## src/pkg/wdrc_params.svh

```systemverilog
// Constants of the watchdog and recovery control byte logic
`ifndef WDRC_PARAMS_SVH
`define WDRC_PARAMS_SVH

// ****************************************************************
// Control byte offsets
// ****************************************************************
`define WDRC_OFS_FREQ_SEL      8'h05
`define WDRC_OFS_RSVD          8'h07
`define WDRC_OFS_TIMER         8'h08
`define WDRC_OFS_WDCTL         8'h09
`define WDRC_OFS_SKEW          8'h0a
`define WDRC_OFS_REC_N         8'h0b
`define WDRC_OFS_REC_M         8'h0c

// ****************************************************************
// Field positions
// ****************************************************************
`define WDRC_FS_STRAP_HI       7
`define WDRC_FS_STRAP_LO       3
`define WDRC_FREQ_SOFTWARE_OVERRIDE       2
`define WDRC_TM_COUNT_HI       5
`define WDRC_TM_COUNT_LO       1
`define WDRC_TM_UNIT           0
`define WDRC_WC_USB_DRV        7
`define WDRC_WC_PCI_CLOCK_DRIVE_HIGH        6
`define WDRC_WC_AGP_DRV        5
`define WDRC_WC_RST_TO         4
`define WDRC_WC_RST_FC         3
`define WDRC_WC_FLAG           2
`define WDRC_WC_DOG_EN         1
`define WDRC_SK_CPU_HI         7
`define WDRC_SK_CPU_LO         5
`define WDRC_SK_PCI_HI         3
`define WDRC_SK_PCI_LO         2
`define WDRC_SK_AGP_HI         1
`define WDRC_SK_AGP_LO         0
`define WDRC_RM_SRC            7
`define WDRC_RM_M_HI           6
`define WDRC_RM_M_LO           0

// ****************************************************************
// Reset values
// ****************************************************************
`define WDRC_RST_COUNT         5'h1f
`define WDRC_RST_BYTE          8'h00

// ****************************************************************
// Timing
// ****************************************************************
`define WDRC_CLK_MHZ           250
`define WDRC_SHORT_UNIT_MS     150
`define WDRC_LONG_UNIT_MS      2500
`define WDRC_SHORT_UNIT_CYC    (`WDRC_SHORT_UNIT_MS * 1000 * `WDRC_CLK_MHZ)
`define WDRC_LONG_UNIT_CYC     (`WDRC_LONG_UNIT_MS * 1000 * `WDRC_CLK_MHZ)
`define WDRC_RST_PULSE_NS      1000
`define WDRC_RST_PULSE_CYC     ((`WDRC_RST_PULSE_NS * `WDRC_CLK_MHZ + 999) / 1000)

`endif

```

## src/pkg/wdrc_pkg.sv

```systemverilog
// Types of the watchdog and recovery control byte logic
package wdrc_pkg;

   // ****************************************************************
   // Watchdog states
   // ****************************************************************
   typedef enum logic [1:0] {
      WDRC_IDLE,
      WDRC_ARMED,
      WDRC_EXPIRED
   } wdrc_state_e;

   // ****************************************************************
   // Output drive and skew selects
   // ****************************************************************
   typedef struct packed {
      logic usb_clock_drive_high;
      logic pci_clock_drive_high;
      logic agp_clock_drive_high;
   } wdrc_drive_s;

   typedef struct packed {
      logic [2:0] cpu_output_delay;
      logic [1:0] pci_output_delay;
      logic [1:0] agp_output_delay;
   } wdrc_skew_s;

   // ****************************************************************
   // Recovery frequency settings
   // ****************************************************************
   typedef struct packed {
      logic       recovery_source_select;
      logic [7:0] recovery_n_divider;
      logic [6:0] recovery_m_divider;
   } wdrc_recovery_s;

endpackage

```

## src/verilog/wdrc_pulse_stretch.sv

```systemverilog
// Stretches a one-cycle trigger into a reset pulse of fixed width
module wdrc_pulse_stretch #(
   parameter int unsigned WIDTH_CYC = 32'd250
) (
   // Clock and reset
   input  wire logic sys_clk,
   input  wire logic rst,
   // Trigger and pulse
   input  wire logic trigger,
   output logic      pulse_ff
);

   logic [31:0] cnt_ff;
   logic [31:0] nxt_cnt;

   // A trigger during a pulse restarts the full width
   always_comb begin
      nxt_cnt = cnt_ff;
      if (trigger)
         nxt_cnt = WIDTH_CYC[31:0];
      else if (cnt_ff != 32'h0)
         nxt_cnt = cnt_ff - 32'h1;
   end

   always_ff @(posedge sys_clk or posedge rst) begin
      if (rst) begin
         cnt_ff   <= 32'h0;
         pulse_ff <= 1'b0;
      end else begin
         cnt_ff   <= nxt_cnt;
         pulse_ff <= (nxt_cnt != 32'h0);
      end
   end

endmodule // wdrc_pulse_stretch

```

## src/verilog/wdrc_unit_ticker.sv

```systemverilog
// Prescaler that emits one pulse per watchdog time unit
module wdrc_unit_ticker #(
   parameter int unsigned SHORT_CYC = 32'd37500000,
   parameter int unsigned LONG_CYC  = 32'd625000000
) (
   // Clock and reset
   input  wire logic sys_clk,
   input  wire logic rst,
   // Control
   input  wire logic run,
   input  wire logic long_unit,
   // Unit pulse
   output logic      tick
);

   logic [31:0] cnt_ff;
   logic [31:0] limit;

   assign limit = long_unit ? LONG_CYC[31:0] : SHORT_CYC[31:0];

   // Restarts from zero whenever the watchdog is not counting
   always_ff @(posedge sys_clk or posedge rst) begin
      if (rst) begin
         cnt_ff <= 32'h0;
         tick   <= 1'b0;
      end else if (!run) begin
         cnt_ff <= 32'h0;
         tick   <= 1'b0;
      end else if (cnt_ff >= limit - 32'h1) begin
         cnt_ff <= 32'h0;
         tick   <= 1'b1;
      end else begin
         cnt_ff <= cnt_ff + 32'h1;
         tick   <= 1'b0;
      end
   end

endmodule // wdrc_unit_ticker

```

## src/verilog/wdrc_watchdog_recovery_control.sv

```systemverilog
// Watchdog, recovery frequency and output select control bytes
// Functional notes
// - Five-bit timeout count in timer byte bits 5..1, all ones at reset.
// - Short unit gives timeouts 150 ms to 4.65 s, one unit a step.
// - Unit select 0 picks 150 ms, 1 picks 2.5 s (2.5 to 77.5 s).
// - Count reaching zero sets timeout flag; reset pulse only if enabled.
// - Control bit 4 enables reset pulse on timeout; default 0.
// - Control bit 3 enables reset pulse after any frequency change.
// - Flag bit 2 reads 1 after timeout; write 1 clears, 0 ignored.
// - Watchdog enable 0 stops the timer and reloads the count.
// - Enabled watchdog starts counting only after a frequency change.
// - Timeout resets system if bit 4 is set, loads recovery frequency, locks recovery mode.
// - In recovery mode host frequency changing writes are ignored.
// - Three drive bits for 48 MHz, PCI, 66 MHz outputs; 1 is high.
// - Three-bit CPU skew: nominal, three advance steps, four delay steps.
// - Eight-bit recovery N divider with M sets recovery CPU frequency.
// - Recovery ratio from latched straps, or software select when override.
// - Recovery source select picks latched straps or programmed dividers.
// - Override bit picks straps when 0, software select when 1.
`include "wdrc_params.svh"

module wdrc_watchdog_recovery_control #(
   parameter int unsigned SHORT_UNIT_CYC = `WDRC_SHORT_UNIT_CYC,
   parameter int unsigned LONG_UNIT_CYC  = `WDRC_LONG_UNIT_CYC
) (
   // Clock and reset
   input  wire logic                    sys_clk,
   input  wire logic                    rst,
   // Control byte access from the serial engine
   input  wire logic                    wr_en,
   input  wire logic [7:0]              wr_addr,
   input  wire logic [7:0]              wr_data,
   input  wire logic [7:0]              rd_addr,
   output logic      [7:0]              rd_data_ff,
   // Frequency logic
   input  wire logic                    freq_change_pulse,
   input  wire logic [4:0]              sw_freq_select,
   input  wire logic [4:0]              strap_freq_inputs,
   output logic                         freq_write_lock_ff,
   output logic                         recovery_load_ff,
   output wdrc_pkg::wdrc_recovery_s     recovery_ff,
   output logic      [4:0]              ratio_select_ff,
   // System reset
   output logic                         sys_reset_pulse_ff,
   // Output buffers
   output wdrc_pkg::wdrc_drive_s        drive_ff,
   output wdrc_pkg::wdrc_skew_s         skew_ff
);

   // ****************************************************************
   // Declarations
   // ****************************************************************
   wdrc_pkg::wdrc_state_e state_ff;
   wdrc_pkg::wdrc_state_e nxt_state;
   logic [4:0]            timeout_count_ff;
   logic                  timer_unit_select_ff;
   logic                  reset_on_timeout_enable_ff;
   logic                  reset_on_freq_change_enable_ff;
   logic                  timeout_flag_ff;
   logic                  dog_enable_ff;
   logic                  freq_software_override_ff;
   logic [4:0]            dog_count_ff;
   logic [4:0]            nxt_dog_count;
   logic [4:0]            strap_meta_ff;
   logic [4:0]            strap_sync_ff;
   logic [4:0]            strap_latched_ff;
   logic [1:0]            strap_wait_ff;
   logic                  strap_done_ff;
   logic                  unit_tick;
   logic                  timeout_evt;
   logic                  reset_trigger;
   logic                  wr_timer;
   logic                  wr_wdctl;
   logic                  wr_skew;
   logic                  wr_rec_n;
   logic                  wr_rec_m;
   logic                  wr_freq_sel;
   logic [7:0]            rd_mux;

   // ****************************************************************
   // Write decode
   // ****************************************************************
   // The reserved byte and unmapped offsets decode to nothing
   assign wr_timer    = wr_en && (wr_addr == `WDRC_OFS_TIMER);
   assign wr_wdctl    = wr_en && (wr_addr == `WDRC_OFS_WDCTL);
   assign wr_skew     = wr_en && (wr_addr == `WDRC_OFS_SKEW);
   assign wr_rec_n    = wr_en && (wr_addr == `WDRC_OFS_REC_N);
   assign wr_rec_m    = wr_en && (wr_addr == `WDRC_OFS_REC_M);
   assign wr_freq_sel = wr_en && (wr_addr == `WDRC_OFS_FREQ_SEL);

   // ****************************************************************
   // Timer byte
   // ****************************************************************
   always_ff @(posedge sys_clk or posedge rst) begin
      if (rst) begin
         timeout_count_ff     <= `WDRC_RST_COUNT;
         timer_unit_select_ff <= 1'b0;
      end else if (wr_timer) begin
         timeout_count_ff     <= wr_data[`WDRC_TM_COUNT_HI:`WDRC_TM_COUNT_LO];
         timer_unit_select_ff <= wr_data[`WDRC_TM_UNIT];
      end
   end

   // ****************************************************************
   // Watchdog control byte
   // ****************************************************************
   always_ff @(posedge sys_clk or posedge rst) begin
      if (rst) begin
         drive_ff                       <= '0;
         reset_on_timeout_enable_ff     <= 1'b0;
         reset_on_freq_change_enable_ff <= 1'b0;
         dog_enable_ff                  <= 1'b0;
      end else if (wr_wdctl) begin
         drive_ff.usb_clock_drive_high  <= wr_data[`WDRC_WC_USB_DRV];
         drive_ff.pci_clock_drive_high  <= wr_data[`WDRC_WC_PCI_CLOCK_DRIVE_HIGH];
         drive_ff.agp_clock_drive_high  <= wr_data[`WDRC_WC_AGP_DRV];
         reset_on_timeout_enable_ff     <= wr_data[`WDRC_WC_RST_TO];
         reset_on_freq_change_enable_ff <= wr_data[`WDRC_WC_RST_FC];
         dog_enable_ff                  <= wr_data[`WDRC_WC_DOG_EN];
      end
   end

   // A timeout in the same cycle as a clearing write keeps the flag set
   always_ff @(posedge sys_clk or posedge rst) begin
      if (rst)
         timeout_flag_ff <= 1'b0;
      else if (timeout_evt)
         timeout_flag_ff <= 1'b1;
      else if (wr_wdctl && wr_data[`WDRC_WC_FLAG])
         timeout_flag_ff <= 1'b0;
   end

   // ****************************************************************
   // Skew byte
   // ****************************************************************
   always_ff @(posedge sys_clk or posedge rst) begin
      if (rst) begin
         skew_ff <= '0;
      end else if (wr_skew) begin
         skew_ff.cpu_output_delay <= wr_data[`WDRC_SK_CPU_HI:`WDRC_SK_CPU_LO];
         skew_ff.pci_output_delay <= wr_data[`WDRC_SK_PCI_HI:`WDRC_SK_PCI_LO];
         skew_ff.agp_output_delay <= wr_data[`WDRC_SK_AGP_HI:`WDRC_SK_AGP_LO];
      end
   end

   // ****************************************************************
   // Recovery divider bytes
   // ****************************************************************
   always_ff @(posedge sys_clk or posedge rst) begin
      if (rst) begin
         recovery_ff.recovery_n_divider     <= `WDRC_RST_BYTE;
         recovery_ff.recovery_source_select <= 1'b0;
         recovery_ff.recovery_m_divider     <= 7'h0;
      end else begin
         if (wr_rec_n)
            recovery_ff.recovery_n_divider <= wr_data;
         if (wr_rec_m) begin
            recovery_ff.recovery_source_select <= wr_data[`WDRC_RM_SRC];
            recovery_ff.recovery_m_divider     <= wr_data[`WDRC_RM_M_HI:`WDRC_RM_M_LO];
         end
      end
   end

   // ****************************************************************
   // Frequency select byte
   // ****************************************************************
   // The override changes the output frequency, so it is frozen in recovery
   always_ff @(posedge sys_clk or posedge rst) begin
      if (rst)
         freq_software_override_ff <= 1'b0;
      else if (wr_freq_sel && !freq_write_lock_ff)
         freq_software_override_ff <= wr_data[`WDRC_FREQ_SOFTWARE_OVERRIDE];
   end

   // ****************************************************************
   // Strap capture
   // ****************************************************************
   always_ff @(posedge sys_clk or posedge rst) begin
      if (rst) begin
         strap_meta_ff <= 5'h0;
         strap_sync_ff <= 5'h0;
      end else begin
         strap_meta_ff <= strap_freq_inputs;
         strap_sync_ff <= strap_meta_ff;
      end
   end

   // Straps are taken once, after the synchroniser has filled past reset
   always_ff @(posedge sys_clk or posedge rst) begin
      if (rst) begin
         strap_wait_ff    <= 2'h0;
         strap_done_ff    <= 1'b0;
         strap_latched_ff <= 5'h0;
      end else if (!strap_done_ff) begin
         strap_wait_ff <= strap_wait_ff + 2'h1;
         if (strap_wait_ff == 2'h2) begin
            strap_done_ff    <= 1'b1;
            strap_latched_ff <= strap_sync_ff;
         end
      end
   end

   // ****************************************************************
   // Watchdog sequencer
   // ****************************************************************
   wdrc_unit_ticker #(
      .SHORT_CYC (SHORT_UNIT_CYC),
      .LONG_CYC  (LONG_UNIT_CYC)
   ) u_ticker (
      .sys_clk   (sys_clk),
      .rst       (rst),
      .run       (state_ff == wdrc_pkg::WDRC_ARMED),
      .long_unit (timer_unit_select_ff),
      .tick      (unit_tick)
   );

   // A programmed count of zero expires at the first unit
   assign timeout_evt = (state_ff == wdrc_pkg::WDRC_ARMED) && unit_tick && (dog_count_ff <= 5'h1);

   always_comb begin
      nxt_state     = state_ff;
      nxt_dog_count = dog_count_ff;
      case (state_ff)
         wdrc_pkg::WDRC_IDLE: begin
            nxt_dog_count = timeout_count_ff;
            if (dog_enable_ff && freq_change_pulse)
               nxt_state = wdrc_pkg::WDRC_ARMED;
         end
         wdrc_pkg::WDRC_ARMED: begin
            if (timeout_evt) begin
               nxt_dog_count = 5'h0;
               nxt_state     = wdrc_pkg::WDRC_EXPIRED;
            end else if (unit_tick) begin
               nxt_dog_count = dog_count_ff - 5'h1;
            end
         end
         wdrc_pkg::WDRC_EXPIRED: nxt_dog_count = 5'h0;
         default: nxt_state = wdrc_pkg::WDRC_IDLE;
      endcase
      if (!dog_enable_ff) begin
         nxt_state     = wdrc_pkg::WDRC_IDLE;
         nxt_dog_count = timeout_count_ff;
      end
   end

   always_ff @(posedge sys_clk or posedge rst) begin
      if (rst) begin
         state_ff     <= wdrc_pkg::WDRC_IDLE;
         dog_count_ff <= `WDRC_RST_COUNT;
      end else begin
         state_ff     <= nxt_state;
         dog_count_ff <= nxt_dog_count;
      end
   end

   // ****************************************************************
   // Recovery mode
   // ****************************************************************
   // Only clearing the enable releases the lock; a timeout still wins
   always_ff @(posedge sys_clk or posedge rst) begin
      if (rst) begin
         freq_write_lock_ff <= 1'b0;
         recovery_load_ff   <= 1'b0;
      end else begin
         freq_write_lock_ff <= timeout_evt || (freq_write_lock_ff && dog_enable_ff);
         recovery_load_ff   <= timeout_evt;
      end
   end

   always_ff @(posedge sys_clk or posedge rst) begin
      if (rst)
         ratio_select_ff <= 5'h0;
      else
         ratio_select_ff <= freq_software_override_ff ? sw_freq_select : strap_latched_ff;
   end

   // ****************************************************************
   // System reset pulse
   // ****************************************************************
   assign reset_trigger = (timeout_evt && reset_on_timeout_enable_ff)
                       || (freq_change_pulse && reset_on_freq_change_enable_ff);

   wdrc_pulse_stretch #(
      .WIDTH_CYC (`WDRC_RST_PULSE_CYC)
   ) u_reset_pulse (
      .sys_clk  (sys_clk),
      .rst      (rst),
      .trigger  (reset_trigger),
      .pulse_ff (sys_reset_pulse_ff)
   );

   // ****************************************************************
   // Read back
   // ****************************************************************
   always_comb begin
      rd_mux = 8'h0;
      case (rd_addr)
         `WDRC_OFS_FREQ_SEL: begin
            rd_mux[`WDRC_FS_STRAP_HI:`WDRC_FS_STRAP_LO] = strap_latched_ff;
            rd_mux[`WDRC_FREQ_SOFTWARE_OVERRIDE]                   = freq_software_override_ff;
         end
         `WDRC_OFS_TIMER: begin
            rd_mux[`WDRC_TM_COUNT_HI:`WDRC_TM_COUNT_LO] = timeout_count_ff;
            rd_mux[`WDRC_TM_UNIT]                       = timer_unit_select_ff;
         end
         `WDRC_OFS_WDCTL: begin
            rd_mux[`WDRC_WC_USB_DRV] = drive_ff.usb_clock_drive_high;
            rd_mux[`WDRC_WC_PCI_CLOCK_DRIVE_HIGH] = drive_ff.pci_clock_drive_high;
            rd_mux[`WDRC_WC_AGP_DRV] = drive_ff.agp_clock_drive_high;
            rd_mux[`WDRC_WC_RST_TO]  = reset_on_timeout_enable_ff;
            rd_mux[`WDRC_WC_RST_FC]  = reset_on_freq_change_enable_ff;
            rd_mux[`WDRC_WC_FLAG]    = timeout_flag_ff;
            rd_mux[`WDRC_WC_DOG_EN]  = dog_enable_ff;
         end
         `WDRC_OFS_SKEW: begin
            rd_mux[`WDRC_SK_CPU_HI:`WDRC_SK_CPU_LO] = skew_ff.cpu_output_delay;
            rd_mux[`WDRC_SK_PCI_HI:`WDRC_SK_PCI_LO] = skew_ff.pci_output_delay;
            rd_mux[`WDRC_SK_AGP_HI:`WDRC_SK_AGP_LO] = skew_ff.agp_output_delay;
         end
         `WDRC_OFS_REC_N: rd_mux = recovery_ff.recovery_n_divider;
         `WDRC_OFS_REC_M: begin
            rd_mux[`WDRC_RM_SRC]               = recovery_ff.recovery_source_select;
            rd_mux[`WDRC_RM_M_HI:`WDRC_RM_M_LO] = recovery_ff.recovery_m_divider;
         end
         default: rd_mux = 8'h0;
      endcase
   end

   always_ff @(posedge sys_clk or posedge rst) begin
      if (rst)
         rd_data_ff <= 8'h0;
      else
         rd_data_ff <= rd_mux;
   end

endmodule // wdrc_watchdog_recovery_control
```

## config.mk

```make
export PLATFORM = sky130hd
export DESIGN_NAME = wdrc_watchdog_recovery_control
export DESIGN_NICKNAME = d
export VERILOG_FILES = /design/src/pkg/wdrc_pkg.sv /design/src/verilog/wdrc_pulse_stretch.sv /design/src/verilog/wdrc_unit_ticker.sv /design/src/verilog/wdrc_watchdog_recovery_control.sv
export VERILOG_INCLUDE_DIRS = /design/src /design/src/pkg
export SDC_FILE = /design/constraint.sdc
export NUM_CORES = 1
export LEC_CHECK = 0
export ABC_AREA = 1
export ABC_CLOCK_PERIOD_IN_PS = 8400
export BUFFER_PORTS_ARGS = -buffer_cell sky130_fd_sc_hd__buf_2
export CORE_ASPECT_RATIO = 0.7
export CORE_MARGIN = 3
export CORE_UTILIZATION = 50
export DETAILED_ROUTE_END_ITERATION = 7
export PLACE_DENSITY = 0.68
export SLEW_MARGIN = 20
export SYNTH_ARGS = -nofsm -noshare
export SYNTH_HDL_FRONTEND = slang
export SYNTH_SLANG_ARGS = --single-unit
```

## constraint.sdc

```tcl
create_clock -name sys_clk -period 8.4 [get_ports sys_clk]
set_input_delay 1.68 -clock sys_clk [delete_from_list [all_inputs] [get_ports sys_clk]]
set_output_delay 1.68 -clock sys_clk [all_outputs]
set_load 0.02 [all_outputs]
```

==> results of run 1 <==
[power by group through the flow]
stage | Sequential [mW] | Combinational (mW) | Clock, mW
5_1_grt | 0.767 | 0.256 | 0.802
3_3_place_gp | 0.773 | 0.220 | 0
4_1_cts | 0.761 | 0.224 | 0.777
6_report | 0.762 | 0.226 | 0.762
2_1_floorplan | 0.773 | 0.153 | 0
3_5_place_dp | 0.774 | 0.222 | 0
[synthesized netlist by cell type (all sizes together)]
library cell and instances:
o32ai 1, a21oi 19, buf 9, o211ai 1
a221oi 3, inv 128, or2 2, mux2 2
a22oi 3, or4 1, o2111ai 1, a31oi 2
a21boi 1, dfstp 10, nand3b 5, nor4 7
nand2 218, a211oi 3, and3 1, o21bai 1
conb 1, o21ai 55, dfrtp 133, o22ai 1
xor2 30, clkbuf 6, nand4 26, nand3 69
a22o 2, a32o 2, ha 24, xnor2 5
o31ai 1, nor2 157, nor3 18
[routing by layer]
layer	routed length, um	vias up
li1	-	3237
met1	9420	3016
met3	1510	23
met2	7390	243
met4	212	0
met5	0	-
[metrics by stage]
stage / area, sq um / hold slack (ps) / worst slack [ps]
after detailed placement: 8150 / 336 / 4980
after global routing: 8750 / 360 / 5220
final: 8750 / 350 / 5350
after global placement: 8150 / 331 / 5100
after floorplan: 7580 / 331 / 2900
after CTS: 8750 / 352 / 5410
[area by class of cell]
type	count	area, sq um
Clock inverter	15	169
Inverter	128	485
Clock buffer	17	425
Fill cell	1303	5620
Sequential cell	143	3590
Timing Repair Buffer	81	410
Tap cell	190	238
Multi-Input combinational cell	662	3430
[worst max-delay path: stages]
cell	delay [ps]
sky130_fd_sc_hd__buf_2	90
sky130_fd_sc_hd__nor2_1	90
sky130_fd_sc_hd__nand2_1	90
sky130_fd_sc_hd__nor2_1	150
sky130_fd_sc_hd__inv_1	90
sky130_fd_sc_hd__nor3_1	800
sky130_fd_sc_hd__a22o_1	240
sky130_fd_sc_hd__a21oi_1	40
sky130_fd_sc_hd__o2111ai_1	110
[how the worst max path moves through the flow]
stage,from,to,slack [ps],cells after the start
floorplan,rst,dog_enable_ff,2900,1
global placement,freq_change_pulse,u_reset_pulse.pulse_ff,5100,9
detailed placement,rd_addr[7],rd_data_ff[3],4980,9
CTS,rd_addr[7],rd_data_ff[3],5410,9
global route,freq_change_pulse,u_reset_pulse.pulse_ff,5220,9
finish,rd_addr[7],rd_data_ff[3],5350,9
[cell families after synthesis]
logic type	count (synthesis)	share of synthesized area (%)
compound gates	96	7.29
xor+xnor	35	4.04
flops	143	47.4
other cells	1	0.0494
mux	2	0.297
fa+ha+maj	24	3.96
buf+inv	143	7.42
simple gates	504	29.6
[flip-flops by register name, indices dropped and copies added (netlist names), 2 cells and up]
register	flops
strap_meta_ff	5
recovery_ff	16
ratio_select_ff	5
skew_ff	7
strap_wait_ff	2
drive_ff	3
strap_latched_ff	5
timeout_count_ff	5
state_ff	2
u_reset_pulse.cnt_ff	32
u_ticker.cnt_ff	32
dog_count_ff	5
strap_sync_ff	5
rd_data_ff	8
==> PnR_summary.wiki, run 1 <==
{| class="wikitable"
! Metric !! Value
|-
| CTS tree || built
|-
| Switching fraction of total power || 30.2%
|-
| Maximum net fanout on the critical path || 7
|-
| Setup repair after global routing missed its margin || no
|-
| Share of Yosys cell area claimed by the top area cell type || 43.9%
|-
| Die area || 0.0167 sq mm
|-
| Peak-usage layer in the global routing report || met1
|-
| Ys Warns || 0
|-
| Achievable frequency || 328 MHz
|-
| Iter 0 DRT Violations || 535
|-
| H-Tree Depth || 4
|-
| Number of global-route vias before repair || 6063
|-
| Arrival @ worst endpoint || 3390 ps
|-
| Port buffer count || 79
|-
| Power Density || 200 mW/mm^2
|-
| Maximum Capacitance Violations || 0
|-
| Seq cells post-synth || 143
|-
| Vias/cell || 5.27
|-
| Die height || 109 um
|-
| Number of slew-limit violations in the final report || 0
|-
| VDD IR-drop max || 143 uV
|-
| Placed insts || 1204
|-
| Critical setup path kind || in2reg
|-
| Number of nets in the layout || 1095
|-
| Clock Skews || 18.1 ps
|-
| Run status || finished, final reports clean
|-
| Actual transition at the worst max-transition pin || 1040 ps
|-
| Proportion of power drawn by combinational gates || 12.9%
|-
| Tmin final || 3050 ps
|-
| DRC violation count after routing || 0
|-
| Routed Antenna Nets || 0
|-
| Antenna diode instance count || 0
|-
| Period utilization || 36.3%
|-
| Largest net degree at the start of global routing || 76
|-
| Count of cells resized by post-cts repair || 0
|-
| Destination of the worst register-to-register timing path || u_reset_pulse.pulse_ff
|-
| Master cell of the clock root buffer || sky130_fd_sc_hd__clkbuf_16
|-
| Switching power total || 0.529 mW
|-
| Wire length per cell after detailed routing || 15.0 um
|-
| WHS Path Cells || 0
|-
| Data required time of the critical path || 8730 ps
|-
| Leakage Power || 4.55 nW
|-
| Clock-pin transition on the worst setup and hold timing paths || 70 ps
|-
| Initial standard-cell utilization of the core || 52.8%
|-
| Met1 usage in global routing || 35.9%
|-
| Last weighted congestion value of the routability-driven placer || 0.907
|-
| Die boundary width || 153 um
|-
| Worst slew margin relative to its limit || 29.8%
|-
| PnR Total Power || 1.75 mW
|-
| Worst min-delay path startpoint || strap_meta_ff[4]
|-
| Capture endpoint of the worst hold path || strap_sync_ff[4]
|-
| Synth-to-layout area growth || 15.4%
|-
| Hold Violations, Final || 0
|-
| Final core utilization || 60.9%
|-
| Count of mapped cells out of synthesis || 948
|-
| Count of hold-fix buffers inserted at cts || 0
|-
| Biggest area contributors in the synthesized netlist || sky130_fd_sc_hd__dfrtp_1 (44%), sky130_fd_sc_hd__nand2_1 (10%), sky130_fd_sc_hd__nor2_1 (7.1%)
|-
| Global-route wire length before repair || 31.1 mm
|-
| Initial antenna violation count || 0
|-
| Most common cell after layout, fill and taps aside || sky130_fd_sc_hd__nand2_1
|-
| Clock buffer count from CTS || 17
|-
| Met2 capacity usage during global routing || 32.2%
|-
| Core Box Area || 0.0144 sq mm
|-
| Hold WC Path Type || reg2reg
|-
| Congestion Overflow GR || 0
|-
| Wire length after detailed routing || 18.5 mm
|-
| Clk_lat worst skew || 430 ps
|-
| Total vias in the final route || 6519
|-
| Number of setup violations in the final report || 0
|-
| Largest area contributor in the synthesized netlist || sky130_fd_sc_hd__dfrtp_1
|-
| Netlist area before placement || 0.00758 sq mm
|-
| CP Launch Type || primary input
|-
| Cells on worst reg2reg path || 13
|-
| Reg2Reg Launch Point || state_ff[1]
|-
| Avg Cell Area, Syn || 8.00 sq um
|-
| Clock buffer depth || 2
|-
| Global-route usage over all layers || 23.3%
|-
| Part of the power in the clock network || 43.5%
|-
| Iteration count of the initial detailed-routing pass || 5
|-
| Sequential cell area fraction in the yosys report || 47.4%
|-
| Share of layout cells above drive strength 1 || 15.3%
|-
| Top Ports || 80
|-
| Internal cell power || 1.22 mW
|-
| Portion of total power attributed to sequential cells || 43.5%
|-
| Met3 global-route usage || 6.62%
|-
| Std-Cell Rows || 36
|-
| Element type at the critical path end || flop
|-
| Netlist cell types || 48
|-
| Register-to-register setup slack || 5770 ps
|-
| Syn nets || 1010
|-
| Sum of negative setup slack || 0 ps
|-
| Buffers inserted by post-CTS timing repair || 0
|-
| Commonest non-fill, non-tap cells in the layout || sky130_fd_sc_hd__nand2_1 (211), sky130_fd_sc_hd__nor2_1 (144), sky130_fd_sc_hd__dfrtp_1 (133)
|-
| Clock Sinks || 143
|-
| Placed wire-length estimate after detailed placement || 13.5 mm
|-
| Post-route non-filler standard cell count || 1236
|}
No activity file was read; power rests on OpenSTA's default activity.
==> inputs of run 2 (changes only) <==
Settings changed: ABC_CLOCK_PERIOD_IN_PS 8400 to 3080.
Clock period 8.4 ns to 3.08 ns, I/O delays scaled along.
==> run 2 against run 1 <==
Effect of this change:
- flip-flop and latch count did not move
- register-to-register slack got worse by 5300 ps
- largest power group unchanged
- critical endpoint is now u_reset_pulse.pulse_ff
- worst hold slack got worse by 65 ps
- highest routed layer unchanged
- count of clock-buffer cells in the layout did not move
==> PnR_summary.wiki, run 2 (same netlist as run 1, synthesis figures left out) <==
{| class="wikitable"
! Metric !! Value
|-
| Run status || finished, final reports clean
|-
| Share of layout cells above drive strength 1 || 15.7%
|-
| Global-route wire length before repair || 31.3 mm
|-
| CP Launch Type || flop
|-
| Die area || 0.0167 sq mm
|-
| Achievable frequency || 388 MHz
|-
| DRC violation count after routing || 0
|-
| Vias/cell || 5.21
|-
| Count of hold-fix buffers inserted at cts || 0
|-
| Part of the power in the clock network || 43.5%
|-
| Clock-pin transition on the worst setup and hold timing paths || 70 ps
|-
| Buffers inserted by post-CTS timing repair || 0
|-
| Clock Skews || 13.3 ps
|-
| Tmin final || 2580 ps
|-
| Actual transition at the worst max-transition pin || 988 ps
|-
| Placed wire-length estimate after detailed placement || 13.4 mm
|-
| Data required time of the critical path || 3390 ps
|-
| Sum of negative setup slack || 0 ps
|-
| Clock buffer depth || 2
|-
| Wire length per cell after detailed routing || 14.8 um
|-
| VDD IR-drop max || 399 uV
|-
| Total vias in the final route || 6460
|-
| Fillers || 1274
|-
| Std-Cell Rows || 36
|-
| Number of setup violations in the final report || 0
|-
| Top Ports || 80
|-
| Maximum Capacitance Violations || 0
|-
| Worst slack on hold paths || 285 ps
|-
| Met2 capacity usage during global routing || 32.5%
|-
| CTS tree || built
|-
| Die boundary width || 153 um
|-
| Setup repair after global routing missed its margin || no
|-
| Master cell of the clock root buffer || sky130_fd_sc_hd__clkbuf_16
|-
| Antenna diode instance count || 0
|-
| Worst slew margin relative to its limit || 34.0%
|-
| Most common cell after layout, fill and taps aside || sky130_fd_sc_hd__nand2_1
|-
| Final core utilization || 61.4%
|-
| Maximum net fanout on the critical path || 31
|-
| Global-route usage over all layers || 23.3%
|-
| Met3 global-route usage || 6.62%
|-
| Iter 0 DRT Violations || 491
|-
| Portion of total power attributed to sequential cells || 43.5%
|-
| Count of cells resized by post-cts repair || 0
|-
| Power Density || 540 mW/mm^2
|-
| Clock buffer count from CTS || 17
|-
| Core Box Area || 0.0144 sq mm
|-
| Number of global-route vias before repair || 6099
|-
| PnR Total Power || 4.76 mW
|-
| Hold WC Path Type || in2reg
|-
| Die height || 109 um
|-
| Biggest registers after layout || u_reset_pulse.cnt_ff: 32 flops, u_ticker.cnt_ff: 32 flops, recovery_ff: 16 flops
|-
| Number of nets in the layout || 1100
|-
| Proportion of power drawn by combinational gates || 12.9%
|-
| Clock Sinks || 143
|-
| Iteration count of the initial detailed-routing pass || 5
|-
| Number of slew-limit violations in the final report || 0
|-
| Congestion Overflow GR || 0
|-
| Critical setup path kind || reg2reg
|-
| Switching power total || 1.48 mW
|-
| Wire length after detailed routing || 18.3 mm
|-
| Element type at the critical path end || flop
|-
| Internal cell power || 3.29 mW
|-
| Leakage Power || 4.59 nW
|-
| Peak-usage layer in the global routing report || met1
|-
| Synth-to-layout area growth || 16.4%
|-
| Commonest non-fill, non-tap cells in the layout || sky130_fd_sc_hd__nand2_1 (211), sky130_fd_sc_hd__nor2_1 (144), sky130_fd_sc_hd__dfrtp_1 (133)
|-
| Largest net degree at the start of global routing || 83
|-
| Switching fraction of total power || 31.0%
|-
| Met1 usage in global routing || 36.0%
|-
| Arrival @ worst endpoint || 2890 ps
|-
| Last weighted congestion value of the routability-driven placer || 0.902
|-
| Hold Violations, Final || 0
|-
| Routed Antenna Nets || 0
|-
| Clk_lat worst skew || 430 ps
|-
| Port buffer count || 79
|-
| H-Tree Depth || 4
|-
| Period utilization || 83.7%
|-
| Initial antenna violation count || 0
|-
| Initial standard-cell utilization of the core || 52.8%
|}
[run 2: final timing paths]
path                                 startpoint                     end  slack, ps  cells after the start
max                             dog_count_ff[1]  u_reset_pulse.pulse_ff        500                     11
min                        strap_freq_inputs[0]        strap_meta_ff[0]        290                      1
max reg2reg                     dog_count_ff[1]  u_reset_pulse.pulse_ff        500                     11
min reg2reg                    strap_meta_ff[0]        strap_sync_ff[0]        350                      0
max in group asynchronous                   rst     timeout_count_ff[4]       2360                      3
min in group asynchronous                   rst           rd_data_ff[2]        300                      3
[run 2: layout make-up]
type | instances | area [sq um] | share of cell area, %
clock buffer | 17 | 425 | 4.82
clock inverter | 15 | 185 | 2.10
inverter | 128 | 484 | 5.49
multi-input combinational | 662 | 3430 | 38.9
sequential | 143 | 3590 | 40.7
tap | 190 | 238 | 2.69
timing repair buffer | 86 | 473 | 5.36
[run 2: power groups by stage]
stage	Clock, mW	Combinational (mW)	Sequential (mW)
after floorplan	0	0.418	2.11
after global placement	0	0.603	2.10
after global routing	2.20	0.705	2.09
after detailed placement	0	0.613	2.10
after CTS	2.11	0.616	2.07
final	2.07	0.616	2.07
[run 2: metrics by stage]
step	setup WS [ps]	instances	instance area, sq um
after global routing	188	1241	8830
after CTS	491	1241	8830
after global placement	608	1209	8220
after detailed placement	464	1209	8220
after floorplan	681	948	7590
final	501	1241	8830
[run 2: per-layer routing]
metal / vias up / routed length [um]
li1: 3239 / -
met1: 3008 / 9360
met2: 197 / 7440
met3: 16 / 1350
met4: 0 / 165
met5: - / 0
[run 2: critical path, cell delays in order (launching register included)]
cell                       delay, ps
sky130_fd_sc_hd__dfstp_2         530
sky130_fd_sc_hd__inv_1            70
sky130_fd_sc_hd__ha_1            180
sky130_fd_sc_hd__o21bai_1        160
sky130_fd_sc_hd__nand3_1          90
sky130_fd_sc_hd__nand2_1         110
sky130_fd_sc_hd__inv_1           740
sky130_fd_sc_hd__nand3_2         150
sky130_fd_sc_hd__nor2_1          120
sky130_fd_sc_hd__nand3_1         100
sky130_fd_sc_hd__nor2_1          130
sky130_fd_sc_hd__nand4_1          90
